===== src/common/iacu_defs.svh =====
// register offsets, field positions and reset values of the fetch compare unit
`ifndef IACU_DEFS_SVH
`define IACU_DEFS_SVH
`define IACU_OFF_CTRL0 12'h000
`define IACU_OFF_CTRL1 12'h004
`define IACU_OFF_STAT 12'h008
`define IACU_OFF_CMP1 12'h00C
`define IACU_OFF_CMP2 12'h010
`define IACU_OFF_CMP3 12'h014
`define IACU_OFF_CMP4 12'h018
`define IACU_OFF_MASK 12'h01C
`define IACU_CTRL0_EN_LSB 0
`define IACU_CTRL1_MODE_A_LSB 0
`define IACU_CTRL1_MODE_B_LSB 2
`define IACU_CTRL1_TGL_A_BIT 4
`define IACU_CTRL1_TGL_B_BIT 5
`define IACU_CTRL1_PRIV_LSB 8
`define IACU_CTRL1_SPACE_LSB 16
`define IACU_STAT_HIT_LSB 0
`define IACU_STAT_TS_A_BIT 4
`define IACU_STAT_TS_B_BIT 5
`define IACU_STAT_W 6
`define IACU_RST_WORD 32'h0000_0000
`define IACU_MODE_EXACT 2'h0
`define IACU_MODE_INCL 2'h2
`define IACU_MODE_EXCL 2'h3
`define IACU_QUAL_ANY 2'h0
`define IACU_QUAL_ZERO 2'h2
`define IACU_QUAL_ONE 2'h3
`endif


===== src/common/iacu_pkg.sv =====
// types shared by the fetch compare unit
package iacu_pkg;
	typedef struct packed {
		logic valid;
		logic [31:0] addr;
		logic problem_state_bit;
		logic instr_space_bit;
	} iacu_fetch_t;
	typedef struct packed {
		logic [1:0] space_qual;
		logic [1:0] priv_qual;
	} iacu_qual_t;
endpackage : iacu_pkg


===== src/hdl/iacu_top.sv =====
// instruction fetch address compare unit with apb register slave
// Summary of operation
// a compare event fires only with its enable bit set; then its status sets
// mode 00: each comparator matches on exact address equality
// mode 10: pair matches when first <= address < second
// mode 11: pair matches when address < first or address >= second
// range match sets only those pair status bits whose enables are set
// software must not program mode 01, it is reserved
// software enables at least one event of a pair in range mode
// privilege qualifier: 00 any, 10 supervisor, 11 user
// space qualifier: 00 any, 10 space zero, 11 space one
// process identifier is ignored, only address, space bit and problem state bit compared
// software sets equal privilege qualifiers for a pair in range mode
// software sets equal space qualifiers for a pair in range mode
// toggle enable bit of a pair allows inclusive/exclusive switching
// software sets toggle enable only with a range mode selected
// with toggle enabled, each pair event flips its toggle status bit
// toggle status one swaps meaning of mode 10 and 11
// range compares are unsigned over the full address width
`timescale 1ns/1ps
`include "iacu_defs.svh"
module iacu_top #(
	parameter int AW = 32
) (
	input wire logic i_ref_clk,
	input wire logic i_rstn,
	input wire logic i_psel,
	input wire logic i_penable,
	input wire logic i_pwrite,
	input wire logic [11:0] i_paddr,
	input wire logic [31:0] i_pwdata,
	input wire iacu_pkg::iacu_fetch_t i_fetch,
	output logic [31:0] o_prdata,
	output logic o_pready,
	output logic o_pslverr,
	output logic [3:0] o_hit,
	output logic o_irq
);
	logic [31:0] ctrl0_q;
	logic [31:0] ctrl1_q;
	logic [31:0] mask_q;
	logic [`IACU_STAT_W-1:0] stat_q;
	logic [`IACU_STAT_W-1:0] stat_d;
	logic [AW-1:0] cmp_q [4];
	logic [3:0] qual_ok;
	logic [3:0] exact_hit;
	logic [3:0] ev;
	logic [1:0] pair_ev;
	logic [1:0] tgl_en;
	logic [1:0] tgl_st;
	logic [AW-1:0] fa;
	logic wr_acc;
	logic rd_acc;
	logic addr_ok;
	logic [31:0] rdata;

	assign fa = i_fetch.addr[AW-1:0];
	assign tgl_en = {ctrl1_q[`IACU_CTRL1_TGL_B_BIT],
		ctrl1_q[`IACU_CTRL1_TGL_A_BIT]};
	assign tgl_st = {stat_q[`IACU_STAT_TS_B_BIT], stat_q[`IACU_STAT_TS_A_BIT]};

	// one-wait apb slave: setup, then access answered on its second cycle
	assign wr_acc = i_psel & i_penable & i_pwrite & ~o_pready;
	assign rd_acc = i_psel & i_penable & ~i_pwrite & ~o_pready;

	// per comparator: qualifiers and exact equality
	genvar g;
	generate
		for (g = 0; g < 4; g++) begin : g_cmp
			iacu_pkg::iacu_qual_t q;
			logic priv_ok;
			logic space_ok;
			assign q.priv_qual = ctrl1_q[`IACU_CTRL1_PRIV_LSB + 2*g +: 2];
			assign q.space_qual = ctrl1_q[`IACU_CTRL1_SPACE_LSB + 2*g +: 2];
			// reserved 01 never matches so a bad setting stays quiet
			always_comb begin
				unique case (q.priv_qual)
					`IACU_QUAL_ANY: priv_ok = 1'b1;
					`IACU_QUAL_ZERO: priv_ok = ~i_fetch.problem_state_bit;
					`IACU_QUAL_ONE: priv_ok = i_fetch.problem_state_bit;
					default: priv_ok = 1'b0;
				endcase
			end
			// only the effective address, the space bit and the problem state bit take part R10
			always_comb begin
				unique case (q.space_qual)
					`IACU_QUAL_ANY: space_ok = 1'b1;
					`IACU_QUAL_ZERO: space_ok = ~i_fetch.instr_space_bit;
					`IACU_QUAL_ONE: space_ok = i_fetch.instr_space_bit;
					default: space_ok = 1'b0;
				endcase
			end
			assign qual_ok[g] = priv_ok & space_ok;
			assign exact_hit[g] = (fa == cmp_q[g]);
		end
	endgenerate

	// per pair: mode decode with toggle swap, then range match
	genvar p;
	generate
		for (p = 0; p < 2; p++) begin : g_pair
			logic [1:0] mode;
			logic in_rng;
			logic swap;
			logic incl;
			logic rng_hit;
			logic pq;
			// one local vector per pair keeps ev to a single writer process
			logic [1:0] ev_p;
			assign mode = ctrl1_q[`IACU_CTRL1_MODE_A_LSB + 2*p +: 2];
			assign swap = tgl_en[p] & tgl_st[p];
			assign incl = (mode == `IACU_MODE_INCL) ^ swap;
			// unsigned compare on the whole width R17
			assign in_rng = (cmp_q[2*p] <= fa) && (fa < cmp_q[2*p+1]);
			// pair qualifiers are equal by software contract R11 R12
			assign pq = qual_ok[2*p];
			assign rng_hit = pq & (incl ? in_rng : ~in_rng);
			always_comb begin
				unique case (mode)
					`IACU_MODE_EXACT: begin
						ev_p[0] = exact_hit[2*p] & qual_ok[2*p];
						ev_p[1] = exact_hit[2*p+1] & qual_ok[2*p+1];
					end
					`IACU_MODE_INCL, `IACU_MODE_EXCL: begin
						ev_p[0] = rng_hit;
						ev_p[1] = rng_hit;
					end
					// reserved mask mode raises nothing R6
					default: begin
						ev_p = 2'h0;
					end
				endcase
			end
			assign ev[2*p +: 2] = ev_p;
		end
	endgenerate

	// final gate by fetch valid and per-event enables
	logic [3:0] fire;
	assign fire = ev & {4{i_fetch.valid}} &
		ctrl0_q[`IACU_CTRL0_EN_LSB +: 4];
	assign pair_ev = {|fire[3:2], |fire[1:0]};

	// status: hardware set beats write-one-to-clear in the same cycle
	always_comb begin
		stat_d = stat_q;
		if (wr_acc && i_paddr == `IACU_OFF_STAT) begin
			stat_d = stat_q & ~i_pwdata[`IACU_STAT_W-1:0];
		end
		stat_d[`IACU_STAT_HIT_LSB +: 4] = stat_d[`IACU_STAT_HIT_LSB +: 4] |
			fire;
		// toggle flips with the event itself, relative to pre-event value
		if (tgl_en[0] && pair_ev[0]) begin
			stat_d[`IACU_STAT_TS_A_BIT] = ~tgl_st[0];
		end
		if (tgl_en[1] && pair_ev[1]) begin
			stat_d[`IACU_STAT_TS_B_BIT] = ~tgl_st[1];
		end
	end

	always_ff @(posedge i_ref_clk or negedge i_rstn) begin
		if (!i_rstn) begin
			stat_q <= '0;
		end else begin
			stat_q <= stat_d;
		end
	end

	// software written control and compare registers
	always_ff @(posedge i_ref_clk or negedge i_rstn) begin
		if (!i_rstn) begin
			ctrl0_q <= `IACU_RST_WORD;
			ctrl1_q <= `IACU_RST_WORD;
			mask_q <= `IACU_RST_WORD;
			for (int i = 0; i < 4; i++) begin
				cmp_q[i] <= '0;
			end
		end else if (wr_acc) begin
			unique case (i_paddr)
				`IACU_OFF_CTRL0: ctrl0_q <= i_pwdata & 32'h0000_000F;
				`IACU_OFF_CTRL1: ctrl1_q <= i_pwdata & 32'h00FF_FF3F;
				`IACU_OFF_MASK: mask_q <= i_pwdata & 32'h0000_003F;
				`IACU_OFF_CMP1: cmp_q[0] <= i_pwdata[AW-1:0];
				`IACU_OFF_CMP2: cmp_q[1] <= i_pwdata[AW-1:0];
				`IACU_OFF_CMP3: cmp_q[2] <= i_pwdata[AW-1:0];
				`IACU_OFF_CMP4: cmp_q[3] <= i_pwdata[AW-1:0];
				default: ;
			endcase
		end
	end

	always_comb begin
		addr_ok = 1'b1;
		rdata = '0;
		unique case (i_paddr)
			`IACU_OFF_CTRL0: rdata = ctrl0_q;
			`IACU_OFF_CTRL1: rdata = ctrl1_q;
			`IACU_OFF_STAT: rdata[`IACU_STAT_W-1:0] = stat_q;
			`IACU_OFF_MASK: rdata = mask_q;
			`IACU_OFF_CMP1: rdata = 32'(cmp_q[0]);
			`IACU_OFF_CMP2: rdata = 32'(cmp_q[1]);
			`IACU_OFF_CMP3: rdata = 32'(cmp_q[2]);
			`IACU_OFF_CMP4: rdata = 32'(cmp_q[3]);
			default: addr_ok = 1'b0;
		endcase
	end

	// bus answer registered: pready one cycle into access phase
	always_ff @(posedge i_ref_clk or negedge i_rstn) begin
		if (!i_rstn) begin
			o_pready <= 1'b0;
			o_pslverr <= 1'b0;
			o_prdata <= '0;
		end else begin
			o_pready <= wr_acc | rd_acc;
			o_pslverr <= (wr_acc | rd_acc) & ~addr_ok;
			o_prdata <= rd_acc ? rdata : 32'h0000_0000;
		end
	end

	// event pulses and interrupt out of flops
	always_ff @(posedge i_ref_clk or negedge i_rstn) begin
		if (!i_rstn) begin
			o_hit <= 4'h0;
			o_irq <= 1'b0;
		end else begin
			o_hit <= fire;
			o_irq <= |(stat_d & mask_q[`IACU_STAT_W-1:0]);
		end
	end
endmodule : iacu_top


===== config.mk =====
export PLATFORM = sky130hd
export DESIGN_NAME = iacu_top
export DESIGN_NICKNAME = d
export VERILOG_FILES = /design/src/common/iacu_pkg.sv /design/src/hdl/iacu_top.sv
export VERILOG_INCLUDE_DIRS = /design/src /design/src/common
export SDC_FILE = /design/constraint.sdc
export NUM_CORES = 1
export LEC_CHECK = 0
export ABC_AREA = 1
export BUFFER_PORTS_ARGS = -buffer_cell sky130_fd_sc_hd__buf_2
export CAP_MARGIN = 20
export CORE_MARGIN = 2
export CORE_UTILIZATION = 60
export CTS_BUF_LIST = sky130_fd_sc_hd__clkbuf_16
export DETAILED_ROUTE_END_ITERATION = 10
export GPL_TIMING_DRIVEN = 1
export MAX_ROUTING_LAYER = met4
export PLACE_DENSITY = 0.87
export SETUP_SLACK_MARGIN = 0.1
export SYNTH_ARGS = -nofsm -noshare
export SYNTH_HDL_FRONTEND = slang
export SYNTH_SLANG_ARGS = --single-unit

===== constraint.sdc =====
create_clock -name i_ref_clk -period 2.3 [get_ports i_ref_clk]
set_input_delay 0.115 -clock i_ref_clk [delete_from_list [all_inputs] [get_ports i_ref_clk]]
set_output_delay 0.115 -clock i_ref_clk [all_outputs]
set_load 0.01 [all_outputs]

# [After elaboration in Yosys (flattened, before gate mapping)]
# Cells that the tools add are included.
[totals] ff_bits=205 word_cells=132 input_bits=84 output_inout_bits=39
[op_classes] n_eq_ne=31 mux=19 n_lt_le_gt_ge=4 n_reduce_logical=29 n_bitwise=36
[op_table] cell="case mux 26 bit (5 select lines)" count=1
[op_table] cell="equality test 32 bit" count=4
[op_table] cell="less-or-equal comparator 32 bit" count=2
[op_table] cell="less-than comparator 32 bit" count=2
[op_table] cell="equality test 12 x 5 -> 1 bit (second input constant)" count=4
[op_table] cell="case mux 6 bit (8 select lines)" count=1
[op_table] cell="equality test 2 bit (second input constant)" count=20
[op_table] cell="2-to-1 mux 32 bit" count=1
[op_table] cell="equality test 12 x 4 -> 1 bit (second input constant)" count=2
[op_table] cell="case mux 1 bit (3 select lines)" count=8
[op_table] cell="logical NOT 2 bit" count=10
[op_table] cell="bitwise AND 1 bit" count=18
[op_table] cell="AND reduction 2 bit" count=7
[op_table] cell="bitwise AND 6 bit" count=2
[op_table] cell="equality test 12 x 3 -> 1 bit (second input constant)" count=1
[op_table] cell="logical NOT 12 bit" count=1
[op_table] cell="inverter 1 bit" count=9
[op_table] cell="bitwise AND 4 bit" count=2
[op_table] cell="case mux 2 bit (2 select lines)" count=2
[op_table] cell="OR reduction 2 bit" count=4
[op_table] cell="OR reduction 8 bit" count=1
[op_table] cell="2-to-1 mux 6 bit" count=1
[op_table] cell="inverter 6 bit" count=1
[op_table] cell="OR reduction 6 bit" count=1
[op_table] cell="5 further kinds" count=14

# [Longest topological paths before layout]
[depth] word_depth=13 mapped_depth=25 mapped_depth_nobuf=25

# [Least setup slack after synthesis]
# Ideal clock, no wire load.
[synth_timing] path_kind="reg-to-reg" startpoint="register cmp_q[63] in the netlist's numbering" endpoint="register o_irq" t_required_ns=2.175 synth_period_minus_slack_ns=2.039 stages_incl_launch_ff=14 slack_ns=0.261 setup_ns=0.125 path_buffers=0 arrival_ns=1.914 cell_sequence="dfrtp_1 > ha_1 > nand2_1 > nor2_1 > nand2_1 > nor4_2 > nand3b_1 > or3_1 > nand2_1 > nand2_1 > nand2_1 > nand3_1 > nand3_1 > nand3_1"
[synth_between] elab_chain_cells=13 elab_cells_between_ends=16 classes_between="1 x order compare; 1 x eq/ne; 3 x mux; 7 x bitwise; 4 x reduce/logical"
[synth_lines] item="start, declared" line="iacu_top.sv:44" text="logic [AW-1:0] cmp_q [4];"
[synth_lines] item="less-or-equal comparator 32 bit" line="iacu_top.sv:114" text="assign in_rng = (cmp_q[2*p] <= fa) && (fa < cmp_q[2*p+1]);"
[synth_lines] item="logical AND 1 bit" line="iacu_top.sv:114"
[synth_lines] item="inverter 1 bit" line="iacu_top.sv:117" text="assign rng_hit = pq & (incl ? in_rng : ~in_rng);"
[synth_lines] item="2-to-1 mux 1 bit" line="iacu_top.sv:117"
[synth_lines] item="bitwise AND 1 bit" line="iacu_top.sv:117"
[synth_lines] item="case mux 2 bit (2 select lines) *" line="iacu_top.sv:119" text="unique case (mode)"
[synth_lines] item="bitwise AND 4 bit * (2 in a row)" line="iacu_top.sv:140" text="assign fire = ev & {4{i_fetch.valid}} &"
[synth_lines] item="OR reduction 2 bit" line="iacu_top.sv:142" text="assign pair_ev = {|fire[3:2], |fire[1:0]};"
[synth_lines] item="logical AND 1 bit" line="iacu_top.sv:156" text="if (tgl_en[1] && pair_ev[1]) begin"
[synth_lines] item="2-to-1 mux 1 bit" line="iacu_top.sv:156"
[synth_lines] item="bitwise AND 6 bit *" line="iacu_top.sv:228" text="o_irq <= |(stat_d & mask_q[`IACU_STAT_W-1:0]);"
[synth_lines] item="OR reduction 6 bit *" line="iacu_top.sv:228"
[synth_lines] item="end signal, assigned" line="iacu_top.sv:228"
[synth_lines] item="end, declared" line="iacu_top.sv:37" text="output logic o_irq"
# Every way passes the cells marked *; elsewhere a longest branch is shown, timed or not.
# A chain may end at the register's enable or synchronous reset.

# [Final worst setup path]
[layout_timing] startpoint="register cmp_q[55] in the netlist's numbering" endpoint="register o_irq"
[layout_between] elab_cells_between_ends=16 classes_between="1 x order compare; 1 x eq/ne; 3 x mux; 7 x bitwise; 4 x reduce/logical"
[layout_lines] item="less-or-equal comparator 32 bit *" line="iacu_top.sv:114"
[layout_lines] item="logical AND 1 bit *" line="iacu_top.sv:114"
[layout_lines] item="inverter 1 bit" line="iacu_top.sv:117"
[layout_lines] item="2-to-1 mux 1 bit *" line="iacu_top.sv:117"
[layout_lines] item="bitwise AND 1 bit *" line="iacu_top.sv:117"
[layout_lines] item="case mux 2 bit (2 select lines) *" line="iacu_top.sv:119"
[layout_lines] item="bitwise AND 4 bit * (2 in a row)" line="iacu_top.sv:140"
[layout_lines] item="bitwise OR 4 bit *" line="iacu_top.sv:150" text="stat_d[`IACU_STAT_HIT_LSB +: 4] = stat_d[`IACU_STAT_HIT_LSB +: 4] |"
[layout_lines] item="named net stat_d[3]" line="iacu_top.sv:43" text="logic [`IACU_STAT_W-1:0] stat_d;"
[layout_lines] item="bitwise AND 6 bit *" line="iacu_top.sv:228"
[layout_lines] item="OR reduction 6 bit *" line="iacu_top.sv:228"
# Mark *: on every way through the listed nets, which the timed path passes. The rest lies on a longest branch.

==> flow_metrics.py <==
metrics = {
    "setup_path": {
        "worstPathRequired_ps": 2700,
        "cp-start-kind": "flip-flop",
        "path_common_cell": "nand2_1",
        "critPathMaxStageDelay_ps": 390,
        "crit_slowest_cell": "dfrtp_1",
        "crit_chain": "ha_1 > a21oi_1 > o21a_1 > nand2_1 > a21oi_2 > nand2_1 > nand2_1 > nand3_1 > nand3_2 > nand2_2 > nand2_4 > nand2_2 > nand2_1 > nand2_1 > nor2_1 > nand3_2",
        "critPathCaptureType": "flip-flop",
        "path_delay_family": "simple AND/OR/NAND/NOR gates",
        "path_max_fanout": 3,
        "timing.critical_path.arrival_ps": 3000,
        "critical_path_class": "flip-flop to flip-flop",
        "crit_buf_inv": 0,
    },
    "logic_synthesis": {
        "netlist.area_leader.share": 0.4340,
        "synth_cell_types": 42,
        "synth_edf_count": 0,
        "synth_area_per_cell_um2": 8.185,
        "synth.yosys.seq_area_share": 0.4340,
        "synth_area_leaders": "dfrtp_1, ha_1, nand2_1",
        "synth_async_sr_flop_share": 1.000,
        "syn_inst": 1444,
        "syn_nets": 1656,
        "synth_seq_cells": 205,
        "synth_ff_type": "dfrtp_1",
        "synth_top_cell_by_area": "dfrtp_1",
        "netlist_area_mm2": 0.01182,
        "ys.warnings.count": 0,
    },
    "final_layout": {
        "fin_cells": 1947,
        "layout.area.seq_mm2": 0.005130,
        "area_delta_synth_final_pct": 24.70,
        "diodes": 0,
        "final_net_count": 1879,
        "fillers": 1311,
        "drive_above_1_share": 0.2033,
        "multi_input_area_mm2": 0.006175,
        "finish.instance_area_mm2": 0.01474,
    },
    "drt": {
        "first_pass_iters": 6,
        "vias_per_cell": 5.936,
        "route.final.wire_length_um": 36200,
        "routedWlPerCell_um": 18.59,
        "ant_nets": 0,
        "via_count": 11557,
        "drc": 0,
        "drtIter0Drc": 1416,
    },
    "placed_design": {
        "dp_hpwl_um": 23820,
        "dp.cells": 1857,
        "io_buffers": 122,
        "gp_congestion": 0.9588,
        "dpl_cell_area_mm2": 0.01315,
    },
    "floorplan": {
        "initial_core_util": 0.6093,
        "die_h_um": 144.4,
        "io_pins": 123,
        "die_w_um": 144.4,
        "die_area_mm2": 0.02084,
        "core_area_mm2": 0.01940,
        "rows": 51,
    },
    "global_routing": {
        "antenna_found_initial": 0,
        "grt-ovfl-total": 0,
        "grt_usage": 0.3415,
        "grt_pass1_vias": 10990,
        "grt_max_degree": 70,
        "grt_pass1_wl_um": 54250,
    },
    "power_and_ir_drop": {
        "power_density_mw_per_mm2": 525.0,
        "total_power_mw": 7.737,
        "peakVddDrop_mv": 0.7068,
        "leakage_nw": 7.314,
    },
    "timing": {
        "setup_tns_ps": -1010,
        "skew_ps": 8.447,
        "setup_viol": 6,
        "period_share": 1.131,
        "rsz0062_at_grt": "true",
        "drv_slew": 0,
        "period_needed_ps": 2602,
        "worst_pin_slew_ps": 563.3,
        "setup_slack_ps": -301.9,
        "maxSlewHeadroom": 0.6241,
        "max_freq_ghz": 0.3843,
        "final_hold_viol_count": 0,
    },
    "clock_tree": {
        "cts.sinks": 205,
        "clk_pin_slew_ps": 70,
        "root_buffer": "clkbuf_16",
        "clock_latency_ps": 520,
        "cts_buffers": 22,
        "htreeDepth": 1,
        "cts_tree": "done",
        "cts_buffer_depth": 3,
    },
    "status": {
        "failed_checks": "setup timing",
        "status": "finished with violations",
    },
    "flow_run": {
        "drv_cap": 0,
    },
    "hold_path": {
        "hp-class": "input pin to flip-flop",
    },
}
[logic make-up after synthesis]
group	Yosys count	synth area share
buffers and inverters	241	0.07845
AND/OR/NAND/NOR	536	0.1905
XOR/XNOR	7	0.005187
adder cells (fa/ha/maj)	128	0.1355
AO/OA/AOI/OAI	327	0.1564
flip-flops	205	0.4340
[cell type report]
class | instances | share of cell area
Tap cell | 265 | 0.02250
Multi-Input combinational cell | 998 | 0.4190
Clock inverter | 16 | 0.008490
Inverter | 197 | 0.05017
Timing Repair Buffer | 243 | 0.1127
Sequential cell | 205 | 0.3481
Clock buffer | 23 | 0.03905
[cells in the mapped netlist, types with 8 or more instances]
| library cell | count |
|---|---|
| nor3_1 | 11 |
| nand3_1 | 22 |
| inv_1 | 195 |
| o21ai_0 | 175 |
| nand4_1 | 14 |
| a221oi_1 | 20 |
| nand2_1 | 411 |
| nor2_1 | 50 |
| o21ai_1 | 9 |
| dfrtp_1 | 205 |
| a21oi_1 | 73 |
| ha_1 | 128 |
| o22ai_1 | 8 |
| buf_2 | 9 |
| clkbuf_1 | 30 |
| a31oi_1 | 18 |
[repair_timing]
action,in CTS,in global routing
pin swaps,8,47
endpoints found under the setup margin,5,11
gates resized for setup,25,69
hold endpoints to repair,181,0
buffers inserted,4,17
hold buffers,31,0
[registers in the layout, summed over array words and instances (netlist names)]
signal     count
cmp_q        128
ctrl0_q        4
ctrl1_q       22
mask_q         6
o_hit          4
o_irq          1
o_prdata      32
o_pready       1
o_pslverr      1
stat_q         6
[where the power goes]
group          internal (mW)  switching, mW  total (mW)
Clock                   2.03           1.47        3.50
Combinational          0.232          0.388       0.621
Sequential              3.61        0.00352        3.61
[per-stage QoR]
| stage | worst slack (ps) | util | hold slack, ps |
|---|---|---|---|
| after CTS | -85.76 | 0.7367 | 6.057 |
| after global placement | -32.62 | 0.6779 | 136.7 |
| after global routing | -396.7 | 0.7597 | 40.70 |
| final | -301.9 | 0.7597 | 14.85 |
| after floorplan | 261.5 | - | -180.6 |
| after detailed placement | -103.3 | 0.6779 | 148.2 |
[worst register-to-register path: cells and delay by family (launching register included)]
family	cells	cell delay, ps
AND/OR/NAND/NOR	12	1090
AO/OA/AOI/OAI	3	680
flip-flops	1	390
adder cells (fa/ha/maj)	1	310
[layout by cell type, fill, tap and decap left out, types with 3 or more instances in the layout]
cell type      netlist  layout
nand2_1            411     382
dfrtp_1            205     205
inv_1              195     194
o21ai_0            175     169
buf_2                9     121
ha_1               128     113
buf_4                3      82
a21oi_1             73      64
nor2_1              50      42
dlygate4sd3_1        0      31
nand2_2              3      27
clkbuf_16            0      23
a221oi_1            20      20
a31oi_1             18      18
nand3_1             22      16
ha_4                 0      15
nand4_1             14      14
o21ai_1              9      14
nor2_2               7      12
nor3_1              11      10
a21oi_2              0       9
o22ai_1              8       8
inv_2                2       7
nand3_2              1       7
o21a_1               7       7
a41oi_1              7       7
clkinv_1             0       6
nand2_4              0       5
nor2_4               2       5
xor2_1               5       5
buf_6                0       5
a41oi_2              4       4
a21o_1               3       3
o21bai_1             3       3
nand3_4              3       3
buf_12               0       3
[path summary, 6_finish.rpt]
check / cells past startpoint / slack (ps) / end / from
min reg2reg: 2 / 490 / cmp_q[65]$_DFFE_PN0P_ / cmp_q[65]$_DFFE_PN0P_
max: 16 / -300 / o_irq$_DFF_PN0_ / cmp_q[55]$_DFFE_PN0P_
min in group asynchronous: 2 / 130 / cmp_q[114]$_DFFE_PN0P_ / i_rstn
max in group asynchronous: 3 / 1340 / cmp_q[59]$_DFFE_PN0P_ / i_rstn
min: 3 / 10 / cmp_q[5]$_DFFE_PN0P_ / i_pwdata[5]
max reg2reg: 16 / -300 / o_irq$_DFF_PN0_ / cmp_q[55]$_DFFE_PN0P_
[layer usage]
layer / share of wire / wire length [um] / global-route usage
met1: 0.39 / 13950 / 0.4267
met2: 0.46 / 16570 / 0.5428
met3: 0.10 / 3654 / 0.05993
met4: 0.056 / 2019 / 0.1635
met5: 0 / 0 / -
Power figures use the tool's default switching activity.
